==> src/include/fsg_pkg.sv <==
// fsg_pkg: constants and carrier types for the flash security guard
// assumes a single core_clk domain and a flash sequencer that executes granted commands
package fsg_pkg;
   localparam int ADDR_W = 16;
   localparam logic [15:0] BOOT_LO = 16'h0000;
   localparam logic [15:0] BOOT_HI = 16'h0fff;
   localparam int SEC_W = 4;
   localparam int BIT_CHIP = 0;
   localparam int BIT_BLK = 1;
   localparam int BIT_WR = 2;
   localparam int BIT_BOOT = 3;
   localparam logic [3:0] SEC_SHIPPED = 4'h0;

   typedef enum logic [2:0]
   {
      FSG_CMD_CHIP_ERASE = 3'h1,
      FSG_CMD_BLK_ERASE = 3'h2,
      FSG_CMD_WRITE = 3'h4
   } fsg_op_t;

   typedef struct packed
   {
      logic valid;
      logic self_prog;
      fsg_op_t op;
      logic [ADDR_W-1:0] addr;
   } fsg_cmd_t;

   typedef struct packed
   {
      logic valid;
      logic granted;
      logic refused;
      logic [SEC_W-1:0] cause;
   } fsg_resp_t;
endpackage

==> src/rtl/fsg_guard.sv <==
// fsg_guard: checks erase and write commands against four security settings
// assumes nonvolatile storage outside holds the settings; nv_sec is loaded at reset release
`timescale 1ns/10ps
// Operation
// new settings take effect only at next programming-mode entry
// chip-erase lock refuses chip and block erase from external programmer
// once chip-erase lock is set, no setting can ever be cleared
// with chip-erase lock no erase happens, so writes cannot alter contents; code still grants block erase from self programming
// block-erase lock refuses external block erase
// block-erase lock does not restrict self programming
// write lock refuses external write and block erase
// write lock does not restrict self programming
// boot lock refuses block erase and write into 0000h..0fffh
// boot lock also refuses chip erase
// shipped state has all four locks inactive
// settings come from programmer or self programming, any combination
// a completed chip erase clears every setting; code clears nothing while the pending chip-erase lock is set
// settings persist in nonvolatile storage; refused commands report an error
module fsg_guard
   import fsg_pkg::*;
(
   input wire logic core_clk,
   input wire logic rst_b,
   input wire logic [SEC_W-1:0] nv_sec,
   input wire logic prog_entry,
   input wire fsg_cmd_t cmd,
   input wire logic sec_set_valid,
   input wire logic [SEC_W-1:0] sec_set_val,
   input wire logic chip_erase_done,
   output fsg_resp_t resp_q,
   output logic [SEC_W-1:0] sec_active_q,
   output logic [SEC_W-1:0] sec_pending_q,
   output logic nv_wr_q
);
   logic loaded_q;
   logic req_ok;
   logic [SEC_W-1:0] why_d;

   function automatic logic in_boot(input logic [ADDR_W-1:0] a);
      in_boot = (a >= BOOT_LO) && (a <= BOOT_HI);
   endfunction

   // command from the programmer rather than from self programming
   function automatic logic from_outside(input fsg_cmd_t c);
      from_outside = !c.self_prog;
   endfunction

   // stored settings are taken once, on the first edge after reset
   always_ff @(posedge core_clk)
   begin
      if (!rst_b)
      begin
         loaded_q <= 1'h0;
      end
      else
      begin
         loaded_q <= 1'h1;
      end
   end

   // pending value mirrors nonvolatile storage
   always_ff @(posedge core_clk)
   begin
      if (!rst_b)
      begin
         sec_pending_q <= SEC_SHIPPED;
      end
      else if (!loaded_q)
      begin
         sec_pending_q <= nv_sec;
      end
      else if (chip_erase_done && !sec_pending_q[BIT_CHIP])
      begin
         sec_pending_q <= SEC_SHIPPED;
      end
      else if (sec_set_valid)
      begin
         sec_pending_q <= sec_pending_q | sec_set_val;
      end
   end

   // store strobe whenever a set or a chip-erase clear rewrote the pending value, not on the load from nv_sec
   always_ff @(posedge core_clk)
   begin
      if (!rst_b)
      begin
         nv_wr_q <= 1'h0;
      end
      else if (!loaded_q)
      begin
         nv_wr_q <= 1'h0;
      end
      else
      begin
         nv_wr_q <= (chip_erase_done && !sec_pending_q[BIT_CHIP]) || sec_set_valid;
      end
   end

   // active copy only follows at programming-mode entry
   always_ff @(posedge core_clk)
   begin
      if (!rst_b)
         sec_active_q <= SEC_SHIPPED;
      else if (!loaded_q)
         sec_active_q <= nv_sec;
      else if (prog_entry)
         sec_active_q <= sec_pending_q;
   end

   // a request counts once the stored settings are in
   assign req_ok = cmd.valid && loaded_q;

   // refusal causes, one bit per setting that stops the command
   always_comb
   begin
      why_d = '0;
      if (req_ok)
      begin
         case (cmd.op)
            FSG_CMD_CHIP_ERASE:
            begin
               why_d[BIT_CHIP] = sec_active_q[BIT_CHIP];
               why_d[BIT_BOOT] = sec_active_q[BIT_BOOT];
            end
            FSG_CMD_BLK_ERASE:
            begin
               why_d[BIT_CHIP] = sec_active_q[BIT_CHIP] && from_outside(cmd);
               why_d[BIT_BLK] = sec_active_q[BIT_BLK] && from_outside(cmd);
               why_d[BIT_WR] = sec_active_q[BIT_WR] && from_outside(cmd);
               why_d[BIT_BOOT] = sec_active_q[BIT_BOOT] && in_boot(cmd.addr);
            end
            FSG_CMD_WRITE:
            begin
               why_d[BIT_WR] = sec_active_q[BIT_WR] && from_outside(cmd);
               why_d[BIT_BOOT] = sec_active_q[BIT_BOOT] && in_boot(cmd.addr);
            end
            default:
            begin
               why_d = '0;
            end
         endcase
      end
   end

   // answer one cycle after the request
   always_ff @(posedge core_clk)
   begin
      if (!rst_b)
      begin
         resp_q <= '0;
      end
      else
      begin
         resp_q.valid <= req_ok;
         resp_q.granted <= req_ok && (why_d == '0);
         resp_q.refused <= req_ok && (why_d != '0);
         resp_q.cause <= why_d;
      end
   end

   // command checks
   AST_CHIP_REFUSED: assert property (@(posedge core_clk) disable iff (!rst_b)
      cmd.valid && loaded_q && cmd.op == FSG_CMD_CHIP_ERASE
      && (sec_active_q[BIT_CHIP] || sec_active_q[BIT_BOOT]) |=> resp_q.refused)
      else $error("chip erase granted while locked");

   AST_NO_ERASE: assert property (@(posedge core_clk) disable iff (!rst_b)
      req_ok && from_outside(cmd) && cmd.op != FSG_CMD_WRITE && sec_active_q[BIT_CHIP]
      |=> resp_q.refused && resp_q.cause[BIT_CHIP])
      else $error("erase granted under chip lock");

   AST_BLK_EXT: assert property (@(posedge core_clk) disable iff (!rst_b)
      cmd.valid && loaded_q && !cmd.self_prog && cmd.op == FSG_CMD_BLK_ERASE
      && (sec_active_q[BIT_BLK] || sec_active_q[BIT_WR]) |=> resp_q.refused)
      else $error("external block erase granted");

   AST_SELF_BLK: assert property (@(posedge core_clk) disable iff (!rst_b)
      req_ok && !from_outside(cmd) && cmd.op == FSG_CMD_BLK_ERASE
      && !sec_active_q[BIT_BOOT] |=> resp_q.granted)
      else $error("self block erase refused");

   AST_WR_EXT: assert property (@(posedge core_clk) disable iff (!rst_b)
      req_ok && from_outside(cmd) && cmd.op == FSG_CMD_WRITE && sec_active_q[BIT_WR]
      |=> resp_q.refused && resp_q.cause[BIT_WR])
      else $error("external write granted under write lock");

   AST_SELF_OK: assert property (@(posedge core_clk) disable iff (!rst_b)
      cmd.valid && loaded_q && cmd.self_prog && cmd.op == FSG_CMD_WRITE
      && !sec_active_q[BIT_BOOT] |=> resp_q.granted)
      else $error("self write refused");

   AST_BOOT: assert property (@(posedge core_clk) disable iff (!rst_b)
      cmd.valid && loaded_q && cmd.op == FSG_CMD_WRITE && sec_active_q[BIT_BOOT]
      && cmd.addr <= BOOT_HI |=> resp_q.refused && resp_q.cause[BIT_BOOT])
      else $error("boot write granted");

   AST_EXCL: assert property (@(posedge core_clk) disable iff (!rst_b)
      req_ok |=> resp_q.valid && (resp_q.granted != resp_q.refused))
      else $error("request without a single answer");

   // settings store
   AST_LOCK_STICKY: assert property (@(posedge core_clk) disable iff (!rst_b)
      loaded_q && sec_pending_q[BIT_CHIP] && $past(loaded_q) |=> sec_pending_q[BIT_CHIP]
      && ($past(sec_pending_q) & ~sec_pending_q) == '0)
      else $error("setting cleared under chip lock");

   AST_DEFERRED: assert property (@(posedge core_clk) disable iff (!rst_b)
      loaded_q && !prog_entry |=> $stable(sec_active_q))
      else $error("active settings changed outside entry");

   AST_ENTRY_COPY: assert property (@(posedge core_clk) disable iff (!rst_b)
      loaded_q && prog_entry |=> sec_active_q == $past(sec_pending_q))
      else $error("entry did not apply pending settings");

   AST_SET_OR: assert property (@(posedge core_clk) disable iff (!rst_b)
      loaded_q && sec_set_valid && !chip_erase_done
      |=> (sec_pending_q & $past(sec_set_val)) == $past(sec_set_val) && nv_wr_q)
      else $error("set command not stored");

   AST_CLEAR: assert property (@(posedge core_clk) disable iff (!rst_b)
      loaded_q && chip_erase_done && !sec_pending_q[BIT_CHIP]
      |=> sec_pending_q == SEC_SHIPPED && nv_wr_q)
      else $error("chip erase did not clear settings");

   // scenario covers
   COV_REFUSE: cover property (@(posedge core_clk) disable iff (!rst_b) resp_q.refused);
   COV_GRANT: cover property (@(posedge core_clk) disable iff (!rst_b) resp_q.granted);
   COV_ENTRY: cover property (@(posedge core_clk) disable iff (!rst_b)
      sec_set_valid ##[1:20] prog_entry);
   COV_CLEAR: cover property (@(posedge core_clk) disable iff (!rst_b)
      loaded_q && chip_erase_done && !sec_pending_q[BIT_CHIP]);
   COV_STUCK: cover property (@(posedge core_clk) disable iff (!rst_b)
      loaded_q && chip_erase_done && sec_pending_q[BIT_CHIP]);
endmodule // fsg_guard

==> config.mk <==
export PLATFORM = sky130hd
export DESIGN_NAME = fsg_guard
export DESIGN_NICKNAME = d
export VERILOG_FILES = /design/src/include/fsg_pkg.sv /design/src/rtl/fsg_guard.sv
export SDC_FILE = /design/constraint.sdc
export NUM_CORES = 1
export LEC_CHECK = 0
export BUFFER_PORTS_ARGS = -buffer_cell sky130_fd_sc_hd__buf_2
export CAP_MARGIN = 20
export CORE_MARGIN = 2
export CORE_UTILIZATION = 39
export DETAILED_ROUTE_END_ITERATION = 10
export GPL_TIMING_DRIVEN = 0
export PLACE_DENSITY = 0.76
export SKIP_CTS_REPAIR_TIMING = 1
export SLEW_MARGIN = 20
export SYNTH_ARGS = -nofsm -noshare
export SYNTH_HDL_FRONTEND = slang
export SYNTH_SLANG_ARGS = --single-unit
==> constraint.sdc <==
create_clock -name core_clk -period 1.31 [get_ports core_clk]
set_input_delay 0.262 -clock core_clk [delete_from_list [all_inputs] [get_ports core_clk]]
set_output_delay 0.262 -clock core_clk [all_outputs]
set_load 0.02 [all_outputs]
==> impl_metrics.json, run 1 <==
{
  "outcome": "finished, final reports clean",
  "power_switching_mw": 0.272,
  "setup_viol": 0,
  "hp-class": "in -> reg",
  "seq_power_share_pct": 55.6,
  "p_per_area_nw_per_um2": 1050,
  "final_nets": 152,
  "cts_buffer_depth": 2,
  "yosysWarnings": 0,
  "critical_path.top_delay_family": "flip-flops",
  "min_period_ns": 1.15,
  "syn_nets": 111,
  "htreeDepth": 1,
  "worstReg2RegEnd": "resp_q[4]",
  "crit_required_ns": 1.05,
  "dp_hpwl_mm": 1.33,
  "die_w_um": 47.0,
  "gp_congestion": 0.857,
  "critical_path.slowest_cell": "dfxtp_1",
  "clock-sinks": 17,
  "drt_iter0_markers": 10,
  "placementRows": 15,
  "wl_met3_um": 128,
  "antenna_found_initial": 0,
  "grt_pass1_wl_mm": 2.58,
  "setup_ws_ns": 0.160,
  "cts_tree": "done",
  "drive_above_1_share_pct": 36.8,
  "relSlewSlack_pct": 79.8,
  "r2r-start": "loaded_q",
  "syn_inst": 77,
  "timing.final.crit_share_pct": 87.8,
  "wl_met2_um": 767,
  "drt-pass1-iter-count": 4,
  "dp_slack_ns": 0.136,
  "r2r_slack_ns": 0.16,
  "p_clk_share_pct": 26.9,
  "postSynthAreaPerCell_sq_um": 9.38,
  "crit_path_end_kind": "output pin",
  "worst_pin_slew_ns": 0.301,
  "p_sw_share_pct": 27.0,
  "cp_data_arrival_time_ns": 0.89,
  "final_common_cell": "buf_2",
  "critical_path_peak_fanout": 5,
  "vias_per_cell": 4.97,
  "wire_per_inst_um": 11.5,
  "cts_buffers": 3,
  "totalWireLength_mm": 1.63,
  "die_area_sq_um": 2210,
  "clk_latency_ns": 0.28,
  "syn2layout_area_growth_pct": 32.9,
  "cap_violations": 0,
  "grt_pass1_vias": 674,
  "leakagePower_nw": 0.477,
  "initial_core_util_pct": 41.8,
  "finalHoldViolations": 0,
  "clkTransAtPathRegs_ns": 0.09,
  "clock-root-buffer": "clkbuf_4",
  "drv_slew": 0,
  "path_buf_inv": 1,
  "track_usage_pct": 16.9,
  "fmax_ghz": 0.870,
  "startpoint_type": "flop",
  "overflow": 0,
  "core_sq_um": 1730,
  "ant_nets": 0,
  "grt_max_degree": 11,
  "post_synth_num_cell_types": 30,
  "vias": 706,
  "final_cell_mix": "37 x buf_2, 17 x dfxtp_1, 11 x nor2_1",
  "path_class": "reg -> out",
  "portBuffers": 36,
  "power_frac_comb_pct": 17.5,
  "final.setup_skew_ns": 0.00435,
  "ir_drop_uv": 508,
  "num-fill-cells": 178,
  "crit_path_max_incr_delay_ns": 0.41,
  "worstHoldStart": "rst_b",
  "drc": 0,
  "highest_layer": "met4",
  "met1Wirelength_um": 724,
  "synth_area_sq_um": 722,
  "crit_chain": "buf_2",
  "internal-power_mw": 0.736,
  "rsz0062_at_grt": "no",
  "boundaryPins": 50,
  "seq_area_frac_synth_pct": 47.1,
  "num_antenna_cells": 0,
  "tns_ns": 0,
  "min_to": "loaded_q",
  "holdPathStages": 1,
  "die_h_um": 47.0,
  "r2r_cells": 4,
  "ys_seq_elements": 17
}
[sequential cells by signal, indices dropped and copies added (netlist names)]
register,cells
resp_q,7
sec_active_q,4
nv_wr_q,1
loaded_q,1
sec_pending_q,4
[metrics by stage]
step	utilization, %	power, mW	std cells	hold WS (ns)	area (sq um)
3_5_place_dp	54.1	0.751	138	0.444	933
4_1_cts	55.6	1.02	142	0.138	960
3_3_place_gp	54.1	0.744	138	0.444	933
5_1_grt	55.6	1.05	142	0.139	960
6_report	55.6	1.01	142	0.148	960
2_1_floorplan	-	0.672	77	0.290	722
[cell usage after synthesis]
master,n,area (sq um)
inv_1,3,11.3
dfxtp_1,17,340
nor2_1,11,41.3
nor4b_4,1,23.8
xor2_1,1,8.76
nor3_1,1,5.00
nand2_1,5,18.8
o21a_1,1,7.51
a21oi_2,1,8.76
a211oi_1,3,22.5
nand3_1,3,15.0
a31oi_1,1,6.26
nor2b_1,2,12.5
nor3b_1,1,7.51
o21ai_0,2,10.0
a21oi_1,5,25.0
a22oi_1,1,7.51
nor4_1,1,6.26
nand3b_1,1,7.51
o211ai_1,1,7.51
nand2b_1,2,12.5
buf_2,1,5.00
a21boi_1,1,7.51
clkbuf_1,1,3.75
a2bb2oi_1,2,17.5
mux2i_1,4,40.0
o211a_1,1,10.0
clkinv_1,1,3.75
nand3b_4,1,20.0
o22a_1,1,8.76
[final cells by class]
class / instances / area (sq um) / share of cell area (%)
Multi-Input combinational cell: 54 / 358 / 37.3
Inverter: 4 / 15.0 / 1.56
Timing Repair Buffer: 36 / 180 / 18.8
Sequential cell: 17 / 340 / 35.5
Tap cell: 25 / 31.3 / 3.26
Clock buffer: 4 / 26.3 / 2.74
Buffer: 2 / 8.76 / 0.913
[worst max path at each step]
stage,to,cells after the start,startpoint,slack [ns]
after floorplan,resp_q[5],4,sec_active_q[3],0.14
after global placement,resp_q[5],5,cmd[15],0.15
after detailed placement,resp_q[5],5,cmd[15],0.14
after CTS,sec_active_q[3],1,sec_active_q[3],0.14
after global routing,resp_q[4],4,loaded_q,0.04
final,sec_active_q[3],1,sec_active_q[3],0.16
[metal layers]
metal / vias up / GRT usage [%]
met5: - / 0
met4: 0 / 9.44
met3: 2 / 4.62
met2: 32 / 29.9
met1: 317 / 17.9
li1: 355 / -
[power by group through the flow]
stage	combinational, mW	clock [mW]	sequential [mW]
floorplan	0.0758	0	0.596
global route	0.195	0.293	0.565
finish	0.176	0.271	0.561
CTS	0.178	0.282	0.561
global placement	0.172	0	0.572
detailed placement	0.177	0	0.573
[cells by family after synthesis]
kind of cell,after synthesis,share of synthesized area [%]
and+or+nand+nor,29,23.6
AOI/OAI and AO/OA,20,19.2
DFF,17,47.1
buffers and inverters,6,3.29
muxes,4,5.55
xor gates and xnor gates,1,1.21
No activity file was read; power rests on OpenSTA's default activity.
==> run 2: changes to the inputs <==
--- a/config.mk
+++ b/config.mk
@@ -11,7 +11,7 @@
 export CORE_UTILIZATION = 39
 export DETAILED_ROUTE_END_ITERATION = 10
 export GPL_TIMING_DRIVEN = 0
-export PLACE_DENSITY = 0.76
+export PLACE_DENSITY = 0.82
 export SKIP_CTS_REPAIR_TIMING = 1
 export SLEW_MARGIN = 20
 export SYNTH_ARGS = -nofsm -noshare
==> impl_metrics.json, run 2 (same netlist as run 1, synthesis figures left out) <==
{
  "drv_slew": 0,
  "largestRegisters": "resp_q x7, sec_active_q x4, sec_pending_q x4",
  "tns_ns": 0,
  "clock-sinks": 17,
  "fin_cells": 142,
  "relSlewSlack_pct": 79.1,
  "antenna_found_initial": 0,
  "dp.cells": 138,
  "gp_congestion": 0.886,
  "setup_viol": 0,
  "die_area_sq_um": 2210,
  "hp-class": "in -> reg",
  "clk_latency_ns": 0.28,
  "die_w_um": 47.0,
  "largest_reg_flops": 7,
  "cts_buffers": 3,
  "rsz0062_at_grt": "no",
  "portBuffers": 36,
  "p_per_area_nw_per_um2": 1040,
  "whs_ns": 0.169,
  "vias_per_cell": 4.94,
  "syn2layout_area_growth_pct": 32.9,
  "path_class": "reg -> reg",
  "final_common_cell": "buf_2",
  "ir_drop_uv": 529,
  "crit_path_end_kind": "flop",
  "crit_path_max_incr_delay_ns": 0.42,
  "track_usage_pct": 15.3,
  "cts_buffer_depth": 2,
  "final_nets": 152,
  "die_h_um": 47.0,
  "initial_core_util_pct": 41.8,
  "min_period_ns": 1.19,
  "wire_per_inst_um": 11.1,
  "fmax_ghz": 0.842,
  "core_sq_um": 1730,
  "path_buf_inv": 0,
  "overflow": 0,
  "crit_required_ns": 1.47,
  "power_mw": 1.00,
  "cap_violations": 0,
  "outcome": "finished, final reports clean",
  "finalHoldViolations": 0,
  "htreeDepth": 1,
  "drt-pass1-iter-count": 4,
  "num-fill-cells": 178,
  "clkTransAtPathRegs_ns": 0.10,
  "critical_path_peak_fanout": 5,
  "final_cell_mix": "37 x buf_2, 17 x dfxtp_1, 11 x nor2_1",
  "worst_pin_slew_ns": 0.313,
  "critical_path.top_delay_family": "simple AND/OR/NAND/NOR gates",
  "totalWireLength_mm": 1.57,
  "startpoint_type": "flop",
  "drive_above_1_share_pct": 36.8,
  "grt_pass1_vias": 605,
  "dp_hpwl_mm": 1.31,
  "final.setup_skew_ns": 0.00829,
  "vias": 701,
  "grt_max_degree": 11,
  "ant_nets": 0,
  "num_antenna_cells": 0,
  "crit_chain": "nor4b_4 -> a22oi_1 -> nor2_1 -> nor4_1",
  "clock-root-buffer": "clkbuf_4",
  "drc": 0,
  "critical_path.slowest_cell": "dfxtp_1",
  "cp_data_arrival_time_ns": 1.35,
  "placementRows": 15,
  "cts_tree": "done",
  "timing.final.crit_share_pct": 90.6,
  "regMostFlops": "resp_q",
  "drt_iter0_markers": 13,
  "boundaryPins": 50,
  "grt_pass1_wl_mm": 2.44,
  "leakagePower_nw": 0.477
}
[run 2: cell counts in the layout (fill, tap and decap cells not counted)]
Identical to the previous run, type by type.
[run 2: final cells by class]
cell class | count | area (sq um) | area share [%]
Clock buffer | 4 | 26.3 | 2.74
Timing Repair Buffer | 36 | 180 | 18.8
Sequential cell | 17 | 340 | 35.5
Tap cell | 25 | 31.3 | 3.26
Multi-Input combinational cell | 54 | 358 | 37.3
Buffer | 2 | 8.76 | 0.913
Inverter | 4 | 15.0 | 1.56
[run 2: worst paths after layout]
kind | from | end | slack, ns | cells past startpoint
max reg2reg | sec_active_q[3] | resp_q[5] | 0.12 | 4
min | rst_b | loaded_q | 0.17 | 1
min reg2reg | sec_active_q[2] | resp_q[2] | 0.48 | 2
max | sec_active_q[3] | resp_q[5] | 0.12 | 4
[run 2: per-layer routing]
metal  global-route usage [%]  wire length [um]
met5                        0                 0
met4                     3.33                 0
met3                     4.23               129
met2                     27.4               694
met1                     18.2               751
[run 2: power breakdown]
part | switching [mW] | internal, mW | total (mW)
Clock | 0.148 | 0.118 | 0.266
Combinational | 0.0979 | 0.0779 | 0.176
Sequential | 0.0204 | 0.540 | 0.561
Total | 0.266 | 0.736 | 1.00
[run 2: worst reg2reg max path: cells and delay by family (launching register included)]
family / cells / cell delay [ns]
simple gates: 3 / 0.53
compound gates: 1 / 0.11
flops: 1 / 0.42
[run 2: through the flow]
step	worst slack, ns	cell area (sq um)	util, %
2_1_floorplan	0.139	722	-
3_3_place_gp	0.150	933	54.1
3_5_place_dp	0.130	933	54.1
4_1_cts	0.119	960	55.6
5_1_grt	0.0156	960	55.6
6_report	0.123	960	55.6
==> run 3: changes to the inputs <==
--- a/config.mk
+++ b/config.mk
@@ -5,13 +5,14 @@
 export SDC_FILE = /design/constraint.sdc
 export NUM_CORES = 1
 export LEC_CHECK = 0
+export ABC_AREA = 1
 export BUFFER_PORTS_ARGS = -buffer_cell sky130_fd_sc_hd__buf_2
 export CAP_MARGIN = 20
 export CORE_MARGIN = 2
-export CORE_UTILIZATION = 39
+export CORE_UTILIZATION = 40
 export DETAILED_ROUTE_END_ITERATION = 10
 export GPL_TIMING_DRIVEN = 0
-export PLACE_DENSITY = 0.82
+export PLACE_DENSITY = 0.83
 export SKIP_CTS_REPAIR_TIMING = 1
 export SLEW_MARGIN = 20
 export SYNTH_ARGS = -nofsm -noshare
==> constraint.sdc (replaced) <==
create_clock -name core_clk -period 1.31 [get_ports core_clk]
set_input_delay 0.1965 -clock core_clk [delete_from_list [all_inputs] [get_ports core_clk]]
set_output_delay 0.1965 -clock core_clk [all_outputs]
set_load 0.02 [all_outputs]
==> impl_metrics.json, run 3 <==
{
  "outcome": "finished, final reports clean",
  "ys_seq_elements": 17,
  "die_area_sq_um": 2220,
  "dp_slack_ns": 0.135,
  "num_antenna_cells": 0,
  "finalHoldViolations": 0,
  "largestRegisters": "resp_q x7, sec_active_q x4, sec_pending_q x4",
  "synthTopCellsByArea": "dfxtp_1 46%, nor2_1 12%, nand2_1 8.6%",
  "vias": 831,
  "synthArstFlopShare_pct": 0,
  "timing.final.crit_share_pct": 91.5,
  "synth_top_area_share_pct": 45.7,
  "yosysMostFrequentCell": "nor2_1",
  "synth_top_area_cell": "dfxtp_1",
  "clk_latency_ns": 0.29,
  "clkTransAtPathRegs_ns": 0.10,
  "initial_core_util_pct": 42.7,
  "worst_pin_slew_ns": 0.443,
  "final_common_cell": "buf_2",
  "ir_drop_uv": 481,
  "htreeDepth": 1,
  "die_w_um": 47.1,
  "final_nets": 182,
  "ant_nets": 0,
  "critical_path.top_delay_family": "flip-flops",
  "grt_max_degree": 11,
  "cts_tree": "done",
  "crit_path_end_kind": "flop",
  "setup_viol": 0,
  "grt_pass1_wl_mm": 2.68,
  "core_sq_um": 1750,
  "yosys.area_share.adder_pct": 0,
  "crit_path_max_incr_delay_ns": 0.34,
  "portBuffers": 37,
  "relSlewSlack_pct": 70.5,
  "synth_top_family_by_area": "simple AND/OR/NAND/NOR gates",
  "clock-sinks": 17,
  "syn_inst": 106,
  "synth_area_sq_um": 744,
  "critical_path.slowest_cell": "dfxtp_1",
  "wire_per_inst_um": 10.8,
  "path_class": "reg -> reg",
  "drv_slew": 0,
  "critical_path.most_common_cell": "a21oi_1",
  "postSynthAreaPerCell_sq_um": 7.02,
  "path_buf_inv": 3,
  "boundaryPins": 50,
  "die_h_um": 47.1,
  "placementRows": 15,
  "totalWireLength_mm": 1.85,
  "leakagePower_nw": 0.537,
  "gp_congestion": 0.833,
  "p_per_area_nw_per_um2": 1030,
  "rsz0062_at_grt": "no",
  "final.setup_skew_ns": 0.00354,
  "syn2layout_area_growth_pct": 32.8,
  "synthMuxAreaShare_pct": 1.34,
  "seq_area_frac_synth_pct": 45.7,
  "drt_iter0_markers": 30,
  "synth_common_cells": "24 x nor2_1, 17 x dfxtp_1, 17 x nand2_1",
  "synth_compound_area_share_pct": 9.24,
  "vias_per_cell": 4.83,
  "min_period_ns": 1.20,
  "track_usage_pct": 17.6,
  "tns_ns": 0,
  "clock-root-buffer": "clkbuf_4",
  "antenna_found_initial": 0,
  "synth-main-ff-cell": "dfxtp_1",
  "yosysWarnings": 0,
  "drt-pass1-iter-count": 4,
  "cts_buffer_depth": 2,
  "startpoint_type": "flop",
  "cp_data_arrival_time_ns": 1.38,
  "crit_chain": "buf_6 -> inv_4 -> or2_4 -> clkinv_2 -> a21oi_1 -> a21oi_1 -> nor2_1",
  "final_cell_mix": "37 x buf_2, 24 x nor2_1, 17 x nand2_1, 17 x dfxtp_1, 15 x inv_1",
  "regMostFlops": "resp_q",
  "dp_hpwl_mm": 1.41,
  "synthSimpleGateAreaFrac_pct": 32.6,
  "fmax_ghz": 0.834,
  "synth_edf_count": 0,
  "cts_buffers": 3,
  "grt_pass1_vias": 696,
  "setup_ws_ns": 0.111,
  "largest_reg_flops": 7,
  "critical_path_peak_fanout": 8,
  "synth-xor-area-share_pct": 0,
  "hp-class": "in -> reg",
  "post_synth_num_cell_types": 18,
  "crit_required_ns": 1.49,
  "drive_above_1_share_pct": 31.3,
  "drc": 0,
  "syn_nets": 140,
  "overflow": 0,
  "cap_violations": 0
}
-- run 3: cell types whose count changed in the layout (fill, tap and decap cells not counted), moves of 3 or more --
| cell | delta |
|---|---|
| a211oi_1 | -3 |
| nor2_1 | +13 |
| nand3_1 | +5 |
| nand2_1 | +12 |
| mux2i_1 | -3 |
| inv_1 | +12 |
| nand4_1 | +3 |
-- run 3: kinds of logic after synthesis --
family	count (synthesis)
flops	17
mux	1
buf+inv	19
compound gates	12
simple gates	57
-- run 3: where the power goes --
group / leakage [nW] / internal [mW] / switching (mW)
sequential: 0.139 / 0.540 / 0.0141
combinational: 0.380 / 0.0728 / 0.113
clock: 0.0177 / 0.114 / 0.170
-- run 3: layer usage --
metal	global-route usage [%]	routed length, um	vias up
met5	0	0	-
met4	11.7	49	0
met3	2.31	86	9
met2	31.8	958	37
met1	18.9	755	368
li1	-	-	417
-- run 3: metrics by stage --
| stage | util [%] | power, mW | cells | instance area, sq um | hold WS [ns] |
|---|---|---|---|---|---|
| after global routing | 56.6 | 1.06 | 172 | 988 | 0.0715 |
| final | 56.6 | 1.02 | 172 | 988 | 0.0730 |
| after CTS | 56.6 | 1.02 | 172 | 988 | 0.0741 |
| after detailed placement | 55.1 | 0.748 | 168 | 961 | 0.370 |
| after global placement | 55.1 | 0.741 | 168 | 961 | 0.370 |
| after floorplan | - | 0.673 | 106 | 744 | 0.224 |
-- run 3: path summary, 6_finish.rpt --
| kind | start | end | slack (ns) | cells after the start |
|---|---|---|---|---|
| hold / removal | rst_b | loaded_q | 0.07 | 1 |
| setup / recovery | loaded_q | sec_active_q[1] | 0.11 | 7 |
| setup reg to reg | loaded_q | sec_active_q[1] | 0.11 | 7 |
| hold reg to reg | sec_active_q[0] | sec_active_q[0] | 0.53 | 2 |
-- run 3: final cells by class --
cell class,count,area (sq um)
Tap cell,25,31.3
Inverter,17,67.6
Fill cell,178,757
Multi-Input combinational cell,70,322
Buffer,2,15.0
Clock inverter,1,5.00
Timing Repair Buffer,37,185
Sequential cell,17,340
Clock buffer,3,22.5
